File: src/logic/pwmsup_params.svh
// timing counts, limits and field positions of the pwm sync lock supervisor
`ifndef PWMSUP_PARAMS_SVH
`define PWMSUP_PARAMS_SVH

`define PWMSUP_CLK_NS          8
`define PWMSUP_CLK_KHZ         125000
`define PWMSUP_SYNC_MIN_KHZ    250
`define PWMSUP_STD_MAX_KHZ     1250
`define PWMSUP_HF_MAX_KHZ      2500
`define PWMSUP_VCO_MIN_KHZ     100
`define PWMSUP_EXT_TIMEOUT_NS  8000
`define PWMSUP_EXT_TIMEOUT_CYC (`PWMSUP_EXT_TIMEOUT_NS / `PWMSUP_CLK_NS)
`define PWMSUP_LOCK_PERIODS    3'd4
`define PWMSUP_PER_TOL         12'd2
`define PWMSUP_LOCK_BIT        4
`define PWMSUP_OV_HW_ONLY      8'h00
`define PWMSUP_PHASE_SHIFT     3
`define PWMSUP_FREQ_EXT_ONLY   16'h0000

`endif

File: src/logic/pwmsup_pkg.sv
// types of the pwm sync lock supervisor
package pwmsup_pkg;

  typedef enum logic [1:0] {
    PWMSUP_CH_OFF,
    PWMSUP_CH_RUN,
    PWMSUP_CH_OVF
  } pwmsup_ch_e_t;

  typedef struct packed {
    logic [2:0]  sh;
    logic [11:0] cnt;
    logic [11:0] per;
    logic        pres;
  } pwmsup_meas_t;

  typedef struct packed {
    logic [4:0]                pin_s1;
    logic [4:0]                pin_s2;
    logic [1:0]                init;
    logic                      strap_gnd;
    logic                      boot_hold;
    logic                      ext_src;
    logic [11:0]               base;
    logic [11:0]               last_p;
    logic [2:0]                lcnt;
    logic                      locked;
    logic                      lock_flt;
    logic                      alert_drv;
    logic                      sync_out;
    logic [1:0][11:0]          ch_cnt;
    logic [1:0]                ramp_lock;
    pwmsup_ch_e_t [1:0]        ch_st;
    logic [1:0]                pwm;
    logic [1:0]                ov_flt;
  } pwmsup_state_t;

endpackage : pwmsup_pkg

File: src/logic/pwmsup_sync_meas.sv
// sync pin synchroniser, falling edge finder and period meter
`include "pwmsup_params.svh"

module pwmsup_sync_meas (
  input  wire logic        core_clk_i,
  input  wire logic        rst_i,
  input  wire logic        sync_i,
  output logic             fall_o,
  output logic [11:0]      period_o,
  output logic             present_o
);
  import pwmsup_pkg::*;

  localparam logic [11:0] TIMEOUT = 12'(`PWMSUP_EXT_TIMEOUT_CYC);

  pwmsup_meas_t q;
  pwmsup_meas_t d;
  logic         fall;

  always_comb begin
    d    = q;
    d.sh = {q.sh[1:0], sync_i};
    // only the falling edge defines timing
    fall = q.sh[2] & ~q.sh[1];
    if (fall) begin
      d.per  = q.cnt;
      d.cnt  = 12'h001;
      d.pres = 1'b1;
    end else begin
      if (q.cnt != 12'hfff) begin
        d.cnt = q.cnt + 12'h001;
      end
      if (q.cnt >= TIMEOUT) begin
        d.pres = 1'b0;
      end
    end
  end

  always_ff @(posedge core_clk_i or posedge rst_i) begin
    if (rst_i) begin
      q <= '0;
    end else begin
      q <= d;
    end
  end

  assign fall_o    = fall;
  assign period_o  = q.per;
  assign present_o = q.pres;

endmodule : pwmsup_sync_meas

File: src/logic/pwmsup_top.sv
// pwm sync lock supervisor: clock source selection, lock detect, channel gating
//
// Functional notes
// - lock both channels to external clock 250kHz..1.25MHz, 2.5MHz on fast variant.
// - loop follows falling edges of the sync pin only.
// - each channel phase offset follows its programmed phase selection.
// - lock loss in operation sets status bit 4 and pulls alert, unless masked.
// - host writes one to status bit 4 to clear the lock fault.
// - unlocked fault and alert may appear during start-up or reset.
// - no channel goes from off to run before lock.
// - entering run with unlocked channel ramp sets status bit 4.
// - without external clock, run at non-zero programmed switching frequency.
// - frequency zero or grounded strap: stay stopped after reset until external clock.
// - fast variant never runs the programmed frequency below 250kHz; external-only without clock still drops to 100kHz.
// - external-only with clock lost or absent under power: lowest oscillator frequency.
// - feedback strapped to internal supply makes a slave, error amplifier off.
// - slave seeing high shared compensation stops pwm, flags overvoltage, applies response.
// - with hardware-only response, slave resumes by itself when the fault clears.
`include "pwmsup_params.svh"

module pwmsup_top (
  input  wire logic                  core_clk_i,
  input  wire logic                  rst_i,
  input  wire logic                  sync_i,
  output logic                       sync_o,
  output logic                       sync_oe_n_o,
  input  wire logic                  sync_drive_en_i,
  input  wire logic                  hf_variant_i,
  input  wire logic [15:0]           freq_switch_i,
  input  wire logic                  frequency_strap_pin_i,
  input  wire logic                  vendor_reset_cmd_i,
  input  wire logic                  restore_user_i,
  input  wire logic [1:0][2:0]       phase_config_cmd_i,
  input  wire logic [1:0]            run_req_i,
  input  wire logic [1:0]            feedback_pin_strap_i,
  input  wire logic [1:0]            comp_high_i,
  input  wire logic [1:0][7:0]       ov_fault_response_i,
  input  wire logic [1:0]            ov_clr_i,
  input  wire logic                  lock_fault_mask_i,
  input  wire logic                  status_wr_i,
  input  wire logic [7:0]            status_wr_data_i,
  output logic [1:0]                 pwm_o,
  output logic [1:0]                 ch_run_o,
  output logic                       locked_o,
  output logic                       ext_clk_ok_o,
  output logic [7:0]                 vendor_status_byte_o,
  output logic                       alert_o,
  output logic                       alert_oe_n_o,
  output logic [1:0]                 ov_fault_o,
  output logic [1:0]                 err_amp_en_o
);
  import pwmsup_pkg::*;

  // ----------------------------------------------------------------
  // helpers
  // ----------------------------------------------------------------
  function automatic logic close_to(input logic [11:0] a, input logic [11:0] b);
    logic [11:0] diff;
    diff = (a > b) ? (a - b) : (b - a);
    return diff <= `PWMSUP_PER_TOL;
  endfunction : close_to

  function automatic logic [11:0] period_of(input logic [15:0] khz);
    return 12'(32'(`PWMSUP_CLK_KHZ) / 32'(khz));
  endfunction : period_of

  // ----------------------------------------------------------------
  // sync pin measurement
  // ----------------------------------------------------------------
  logic        meas_fall;
  logic [11:0] meas_per;
  logic        meas_pres;

  pwmsup_sync_meas u_meas (
    .core_clk_i (core_clk_i),
    .rst_i      (rst_i),
    .sync_i     (sync_i),
    .fall_o     (meas_fall),
    .period_o   (meas_per),
    .present_o  (meas_pres)
  );

  // ----------------------------------------------------------------
  // next state
  // ----------------------------------------------------------------
  pwmsup_state_t q;
  pwmsup_state_t d;

  logic        rearm;
  logic        strap_eff;
  logic        ext_only;
  logic        ext_ok;
  logic [1:0]  slave;
  logic [1:0]  comp_hi;
  logic [15:0] max_khz;
  logic [15:0] fsw;
  logic [11:0] p;
  logic [11:0] half;
  logic        tick;
  logic [14:0] prod;
  logic [11:0] offs;

  always_comb begin
    d         = q;
    d.pin_s1  = {comp_high_i, feedback_pin_strap_i, frequency_strap_pin_i};
    d.pin_s2  = q.pin_s1;
    slave     = q.pin_s2[2:1];
    comp_hi   = q.pin_s2[4:3];
    prod      = '0;
    offs      = '0;

    // strap sampled once the pin chain has refilled after reset, and on reset commands
    rearm     = (q.init == 2'd2) | vendor_reset_cmd_i | restore_user_i;
    strap_eff = rearm ? q.pin_s2[0] : q.strap_gnd;
    if (q.init != 2'd3) begin
      d.init = q.init + 2'd1;
    end
    if (rearm) begin
      d.strap_gnd = q.pin_s2[0];
    end
    ext_only = strap_eff | (freq_switch_i == `PWMSUP_FREQ_EXT_ONLY);

    // clock source and period
    max_khz = hf_variant_i ? 16'(`PWMSUP_HF_MAX_KHZ) : 16'(`PWMSUP_STD_MAX_KHZ);
    ext_ok  = meas_pres && (meas_per >= period_of(max_khz))
              && (meas_per <= period_of(16'(`PWMSUP_SYNC_MIN_KHZ)));
    fsw = freq_switch_i;
    if (hf_variant_i && fsw < 16'(`PWMSUP_SYNC_MIN_KHZ)) begin
      fsw = 16'(`PWMSUP_SYNC_MIN_KHZ);
    end
    if (fsw > max_khz) begin
      fsw = max_khz;
    end
    if (fsw < 16'(`PWMSUP_VCO_MIN_KHZ)) begin
      fsw = 16'(`PWMSUP_VCO_MIN_KHZ);
    end
    if (ext_ok) begin
      p = meas_per;
    end else if (ext_only) begin
      p = period_of(16'(`PWMSUP_VCO_MIN_KHZ));
    end else begin
      p = period_of(fsw);
    end
    half     = p >> 1;
    d.ext_src = ext_ok;

    // hold after reset in external-only mode until a clock arrives
    if (ext_ok || !ext_only) begin
      d.boot_hold = 1'b0;
    end else if (rearm) begin
      d.boot_hold = 1'b1;
    end

    // base timing restarted by sync falling edge or free-running wrap
    tick   = ext_ok ? meas_fall : (q.base >= p - 12'h001);
    d.base = tick ? 12'h000 : ((q.base == 12'hfff) ? q.base : q.base + 12'h001);
    d.sync_out = (d.base >= half);

    // lock detect: several consecutive matching periods from one source
    if ((q.ext_src != ext_ok) || rearm) begin
      d.lcnt = '0;
    end else if (tick) begin
      d.last_p = p;
      if (close_to(p, q.last_p)) begin
        if (q.lcnt != `PWMSUP_LOCK_PERIODS) begin
          d.lcnt = q.lcnt + 3'd1;
        end
      end else begin
        d.lcnt = '0;
      end
    end
    d.locked = (d.lcnt == `PWMSUP_LOCK_PERIODS);

    // clear first so a simultaneous set wins
    if (status_wr_i && status_wr_data_i[`PWMSUP_LOCK_BIT]) begin
      d.lock_flt = 1'b0;
    end
    // no blanking at start-up: reset of the lock counter may report a fault
    if (q.locked && !d.locked && !lock_fault_mask_i) begin
      d.lock_flt = 1'b1;
    end

    // channel ramps and state
    for (int c = 0; c < 2; c++) begin
      prod = 15'(p) * 15'(phase_config_cmd_i[c]);
      offs = 12'(prod >> `PWMSUP_PHASE_SHIFT);
      if (q.base == offs) begin
        d.ramp_lock[c] = close_to(q.ch_cnt[c] + 12'h001, p);
        d.ch_cnt[c]    = 12'h000;
      end else if (q.ch_cnt[c] != 12'hfff) begin
        d.ch_cnt[c] = q.ch_cnt[c] + 12'h001;
      end
      if (ov_clr_i[c]) begin
        d.ov_flt[c] = 1'b0;
      end
      case (q.ch_st[c])
        PWMSUP_CH_OFF: begin
          if (run_req_i[c] && q.locked && !q.boot_hold) begin
            d.ch_st[c] = PWMSUP_CH_RUN;
            if (!q.ramp_lock[c] && !lock_fault_mask_i) begin
              d.lock_flt = 1'b1;
            end
          end
        end
        PWMSUP_CH_RUN: begin
          if (!run_req_i[c]) begin
            d.ch_st[c] = PWMSUP_CH_OFF;
          end else if (slave[c] && comp_hi[c]) begin
            d.ch_st[c] = PWMSUP_CH_OVF;
          end
        end
        PWMSUP_CH_OVF: begin
          if (!run_req_i[c]) begin
            d.ch_st[c] = PWMSUP_CH_OFF;
          end else if (!comp_hi[c]
                       && ov_fault_response_i[c] == `PWMSUP_OV_HW_ONLY) begin
            d.ch_st[c] = PWMSUP_CH_RUN;
          end
        end
        default: begin
          d.ch_st[c] = PWMSUP_CH_OFF;
        end
      endcase
      if (slave[c] && comp_hi[c] && q.ch_st[c] != PWMSUP_CH_OFF) begin
        d.ov_flt[c] = 1'b1;
      end
      // held pwm stays low even for channels already in run
      d.pwm[c] = (d.ch_st[c] == PWMSUP_CH_RUN) && !d.boot_hold
                 && (d.ch_cnt[c] < half);
    end

    d.alert_drv = d.lock_flt & ~lock_fault_mask_i;
  end

  // ----------------------------------------------------------------
  // state register
  // ----------------------------------------------------------------
  always_ff @(posedge core_clk_i or posedge rst_i) begin
    if (rst_i) begin
      q <= '0;
    end else begin
      q <= d;
    end
  end

  // ----------------------------------------------------------------
  // outputs
  // ----------------------------------------------------------------
  assign sync_o               = q.sync_out;
  assign sync_oe_n_o          = ~sync_drive_en_i;
  assign pwm_o                = q.pwm;
  assign ch_run_o[0]          = (q.ch_st[0] == PWMSUP_CH_RUN);
  assign ch_run_o[1]          = (q.ch_st[1] == PWMSUP_CH_RUN);
  assign locked_o             = q.locked;
  assign ext_clk_ok_o         = q.ext_src;
  assign vendor_status_byte_o = {3'b000, q.lock_flt, 4'b0000};
  assign alert_o              = 1'b0;
  assign alert_oe_n_o         = ~q.alert_drv;
  assign ov_fault_o           = q.ov_flt;
  assign err_amp_en_o         = ~q.pin_s2[2:1];

endmodule : pwmsup_top

File: config.mk
export PLATFORM = sky130hd
export DESIGN_NAME = pwmsup_top
export DESIGN_NICKNAME = d
export VERILOG_FILES = /design/src/logic/pwmsup_pkg.sv /design/src/logic/pwmsup_sync_meas.sv /design/src/logic/pwmsup_top.sv
export VERILOG_INCLUDE_DIRS = /design/src /design/src/logic
export SDC_FILE = /design/constraint.sdc
export NUM_CORES = 1
export LEC_CHECK = 0
export BUFFER_PORTS_ARGS = -buffer_cell sky130_fd_sc_hd__buf_2
export CORE_MARGIN = 4
export CORE_UTILIZATION = 30
export DETAILED_ROUTE_END_ITERATION = 12
export GPL_ROUTABILITY_DRIVEN = 0
export PLACE_DENSITY_LB_ADDON = 0.05
export SLEW_MARGIN = 25
export SYNTH_ARGS = -nofsm -noshare
export SYNTH_HDL_FRONTEND = slang
export SYNTH_SLANG_ARGS = --single-unit
File: constraint.sdc
create_clock -name core_clk_i -period 10.83 [get_ports core_clk_i]
set_clock_uncertainty 0.1 [all_clocks]
set_input_delay 0 -clock core_clk_i [delete_from_list [all_inputs] [get_ports core_clk_i]]
set_output_delay 0 -clock core_clk_i [all_outputs]
set_load 0.01 [all_outputs]
# --- After elaboration in Yosys (flattened, before gate mapping) ---
# Index checks and enable logic that the tools add are counted.
totals:
  input_bits: 64
  ff_bits: 108
op_classes:
  bitwise_logic: 11
  n_lt_le_gt_ge: 16
  n_mux: 51
  mul: 2
  eq_ne: 17
  n_addsub: 13
  div: 2
  n_reduce_logical: 45
ops:
  columns: ["op", "n"]
  rows:
  - ["12-bit two-way mux", 14]
  - ["12-bit subtractor", 6]
  - ["17-bit by 16-bit divider with 32-bit output, first input constant", 2]
  - ["12-bit by 1-bit adder with 12-bit output, second input constant", 4]
  - ["16-bit two-way mux", 3]
  - ["12-bit > comparator", 3]
  - ["12-bit by 2-bit <= comparator with 1-bit output, second input constant", 3]
  - ["12-bit != test, second input constant", 3]
  - ["12-bit by 3-bit multiplier with 15-bit output", 2]
  - ["12-bit == test", 2]
  - ["12-bit >= comparator", 2]
  - ["12-bit by 11-bit less-than comparator with 1-bit output", 2]
  - ["1-bit logical AND", 22]
  - ["2-bit two-way mux", 10]
  - ["1-bit two-way mux", 18]
  - ["16-bit by 12-bit > comparator with 1-bit output", 1]
  - ["16-bit zero test", 1]
  - ["8-bit zero test", 2]
  - ["16-bit by 7-bit less-than comparator with 1-bit output, second input constant", 1]
  - ["16-bit by 8-bit less-than comparator with 1-bit output, second input constant", 1]
  - ["12-bit == test, second input constant", 1]
  - ["12-bit by 10-bit >= comparator with 1-bit output, second input constant", 1]
  - ["12-bit by 11-bit >= comparator with 1-bit output", 1]
  - ["12-bit by 9-bit <= comparator with 1-bit output, second input constant", 1]
  - ["other kinds (20)", 51]

# --- Logic depth before layout (Yosys ltp) ---
depth:
  word_depth: 28
  ltp_mapped: 491
  depth_no_buf: 446

# --- Cells and area by module ---
# A second synthesis with hierarchy kept.
unflattened:
  hier_cells: 4918
  area_unflattened_um2: 35943.2
by_module_without_submodules:
  columns: ["module", "area_each_um2", "seq_area_each_um2", "n_inst", "cells_each"]
  rows:
  - ["pwmsup_top", 34585.7, 2001.9, 1, 4779]
  - ["pwmsup_sync_meas", 1357.6, 700.7, 1, 139]

# --- Least setup slack after synthesis ---
# No wires, ideal clock.
synth_timing:
  kind: "input-to-reg"
  startpoint: "in freq_switch_i[11]"
  endpoint: "reg q, in the netlist pwm_o[1]"
  stages: 470
  setup_ns: 0.067
  required_time_ns: 10.663
  arrival_ns: 86.946
  setup_slack_ns: -76.283
  path_cell_list: "buf_2 nor4_4 nand3_1 nand2b_1 ha_1 or4b_1 a211oi_2 and3_1 buf_4 a31oi_4 buf_2 buf_1 o31ai_1 ha_1 o21ai_0 nand2b_1 nand3_1 nor2_1 [434 not listed] a21o_1 a21o_1 a21oi_1 xnor2_1 nor3_1 nand4b_1 a211oi_2 clkbuf_1 a21oi_1 ha_1 a21oi_1 nor2b_1 o21ai_0 nand2_1 a21oi_1 nor2b_1 o21ai_0 o2111a_1"
synth_lines:
  columns: ["item", "line_no", "rtl"]
  rows:
  - ["start: declaration", "pwmsup_top.sv:29", "input wire logic [15:0] freq_switch_i,"]
  - ["end signal: assignment", "pwmsup_top.sv:240", "q <= '0;"]
  - ["end signal: assignment", "pwmsup_top.sv:242", "q <= d;"]
  - ["end: declaration", "pwmsup_top.sv:86", "pwmsup_state_t q;"]

==> impl_metrics.toml <==
[clock_tree]
cts_buffers = 9
cts.path.max_buffers = 2
cts_tree = "built"
htreeDepth = 3
clock_sinks = 108
worstSkewPairLatency_ps = 400
cts-root-buf = "clkbuf_16"
clkTransAtPathRegs_ps = 100

[critical_path]
cp_slowest_stage_delay_ps = 520
cpMostUsedCell = "buf_4"
critPathCaptureType = "register"
cp_data_required_time_ps = 11060
worstPathArrival_ps = 71970
cpMaxStageDelayCell = "or4_4"
worstPathMaxFanout = 27
worstSetupPathType = "in -> reg"
path_delay_family = "compound AO/OA/AOI/OAI gates"
cp.buffers_inverters = 101
startpoint_type = "input pin"

[synth]
synth_edf_count = 0
avgSynthCellArea_sq_um = 7.17
synth_area_sq_um = 36200
synth-seq-cells = 108
synthFlopType = "dfrtp_1"
yosysUniqueCellTypes = 127
postSynth.asyncResetShare = 1.00
synthCells = 5049
yosysWarnings = 0
ys_seq_area_frac = 0.0746

[place]
placed_cell_area_sq_um = 53800
place_hpwl_um = 127000
pre_cts_ws_ps = -64060
port_buffers = 70

[route]
drc = 0
dr.pass1.iters = 5
wire_per_inst_um = 17.6
initialDrtViolationCount = 2486
vias = 45900
wirelength_um = 160000
viasPerCell = 5.05
ant_nets = 0

[sta]
fin_crit_sh = 6.62
fin_crit_ps = 71740
relSlewSlack = 0.181
max_freq_ghz = 0.0139
fin_ws_ps = -60910
finalSetupTns_ps = -3515400
hold_ws_ps = 25.8
finalHoldViolCount = 0
rsz0062_at_grt = "true"
slew_viol_final = 0
setup_viol = 59
tightestPinTransition_ps = 1200

[run]
cap_viol_max_count = 0

[die]
core_sq_um = 120000
die-width_um = 355
die_h_um = 355
ios = 86
start_util = 0.302
num_rows = 127
dieArea_sq_um = 126000

[grt]
grtUsageTotal = 0.243
antenna_found_initial = 10
grt_max_degree = 61
grt-ovfl-total = 0
grt_pass1_vias = 45200
grt_pass1_wl_um = 249000

[final_layout]
drive_gt1_frac = 0.430
layout.nets = 8056
stdcell_area_sq_um = 60500
syn2layout_area_growth_pct = 67.1

[run_status]
status = "finished, violations left"
violations = "negative setup slack"

[worst_hold_path]
min_path_type = "in -> reg"
-- synthesized netlist by cell type, types with 39 or more instances --
library cell	instances	area (sq um)
dfrtp_1	108	2700
xnor2_1	214	1870
nor2b_1	91	569
ha_1	496	6210
inv_1	229	860
mux2_2	83	935
a21oi_1	403	2020
nor3_1	147	736
o21a_1	122	916
xor2_1	117	1020
nand3_1	127	636
nand4_1	64	400
o21ai_0	336	1680
mux2i_1	66	661
a211oi_1	52	390
a31oi_1	53	332
clkbuf_1	111	417
a21o_1	184	1380
and2_1	101	632
nor2_1	475	1780
o31ai_1	86	646
o211ai_1	40	300
nand2_1	438	1640
nand2b_1	151	945
and3_1	55	344
or3_1	39	244
-- per-stage QoR --
stage          instances   util
2_1_floorplan       5135      -
3_3_place_gp        8585  0.449
3_5_place_dp        8585  0.449
4_1_cts             8967  0.488
5_1_grt             9088  0.505
6_report            9090  0.505
-- worst min-delay path: stages --
cell and delay [ps]:
buf_2 70, nor4_1 50, a21oi_1 130, o21ai_0 70
and2_1 170
-- state kept, by name (all words and copies together), names as in the netlist, 2 cells and up --
signal,cells
q,65
comp_hi,2
u_meas.d,2
u_meas.period_o,12
u_meas.q,13
d,5
ov_fault_o,2
pwm_o,2
-- cell usage in the layout, fill, tap and decap left out, types with 88 or more instances in the layout --
cell / n
buf_4: 2323
ha_1: 433
nor2_1: 409
nand2_1: 408
a21oi_1: 305
o21ai_0: 233
inv_1: 217
xnor2_1: 214
a21o_1: 184
nand2b_1: 145
nor3_1: 129
o21a_1: 119
xor2_1: 117
nand3_1: 115
dfrtp_1: 108
a21oi_2: 90
conb_1: 88
-- cell families (layout without fill, tap and decap cells) --
kind of cell             count (synthesis)  count (layout)  synth area share
multiplexers                           153             153            0.0454
XOR/XNOR                               333             333            0.0813
flip-flops                             108             108            0.0746
AO/OA/AOI/OAI                         1669            1670             0.309
AND/OR/NAND/NOR                       1860            1860             0.258
other                                    2              93          0.000207
adder cells (fa/ha/maj)                525             525             0.187
buffers and inverters                  399            2736            0.0444
-- layer usage --
| layer | track usage | share of wire |
|---|---|---|
| met4 | 0.0452 | 0.019 |
| met3 | 0.0162 | 0.029 |
| met5 | 0 | 0 |
| met1 | 0.330 | 0.48 |
| met2 | 0.427 | 0.48 |
-- final timing paths --
check | start | cells after the start | endpoint | slack [ps]
setup / recovery | freq_switch_i[10] | 449 | pwm_o[1] | -60910
hold / removal | ov_fault_response_i[11] | 5 | q[6] | 30
setup reg to reg | q[68] | 42 | pwm_o[1] | 2170
hold reg to reg | d[71] | 0 | q[71] | 250
max in group asynchronous | rst_i | 4 | q[41] | 9190
min in group asynchronous | rst_i | 3 | ov_fault_o[0] | 140
-- final cells by class --
type                            instances  area (sq um)
Sequential cell                       108          2700
Fill cell                           12000         59300
Inverter                              233           887
Clock inverter                          6          65.1
Multi-Input combinational cell       4629         35600
Timing Repair Buffer                 2487         19000
Tap cell                             1612          2020
Antenna cell                            5          12.5
Clock buffer                           10           239
-- timing repair --
item	CTS	global route
endpoints found under the hold margin	63	0
setup buffers	349	127
pin swaps	281	231
gates resized for setup	351	259
hold buffers	16	0
endpoints found under the setup margin	59	59
cloned	2	0
Power is left out: the tool's default activity adds up to more than one toggle a clock period on the data nets, which glitch-free logic cannot reach.
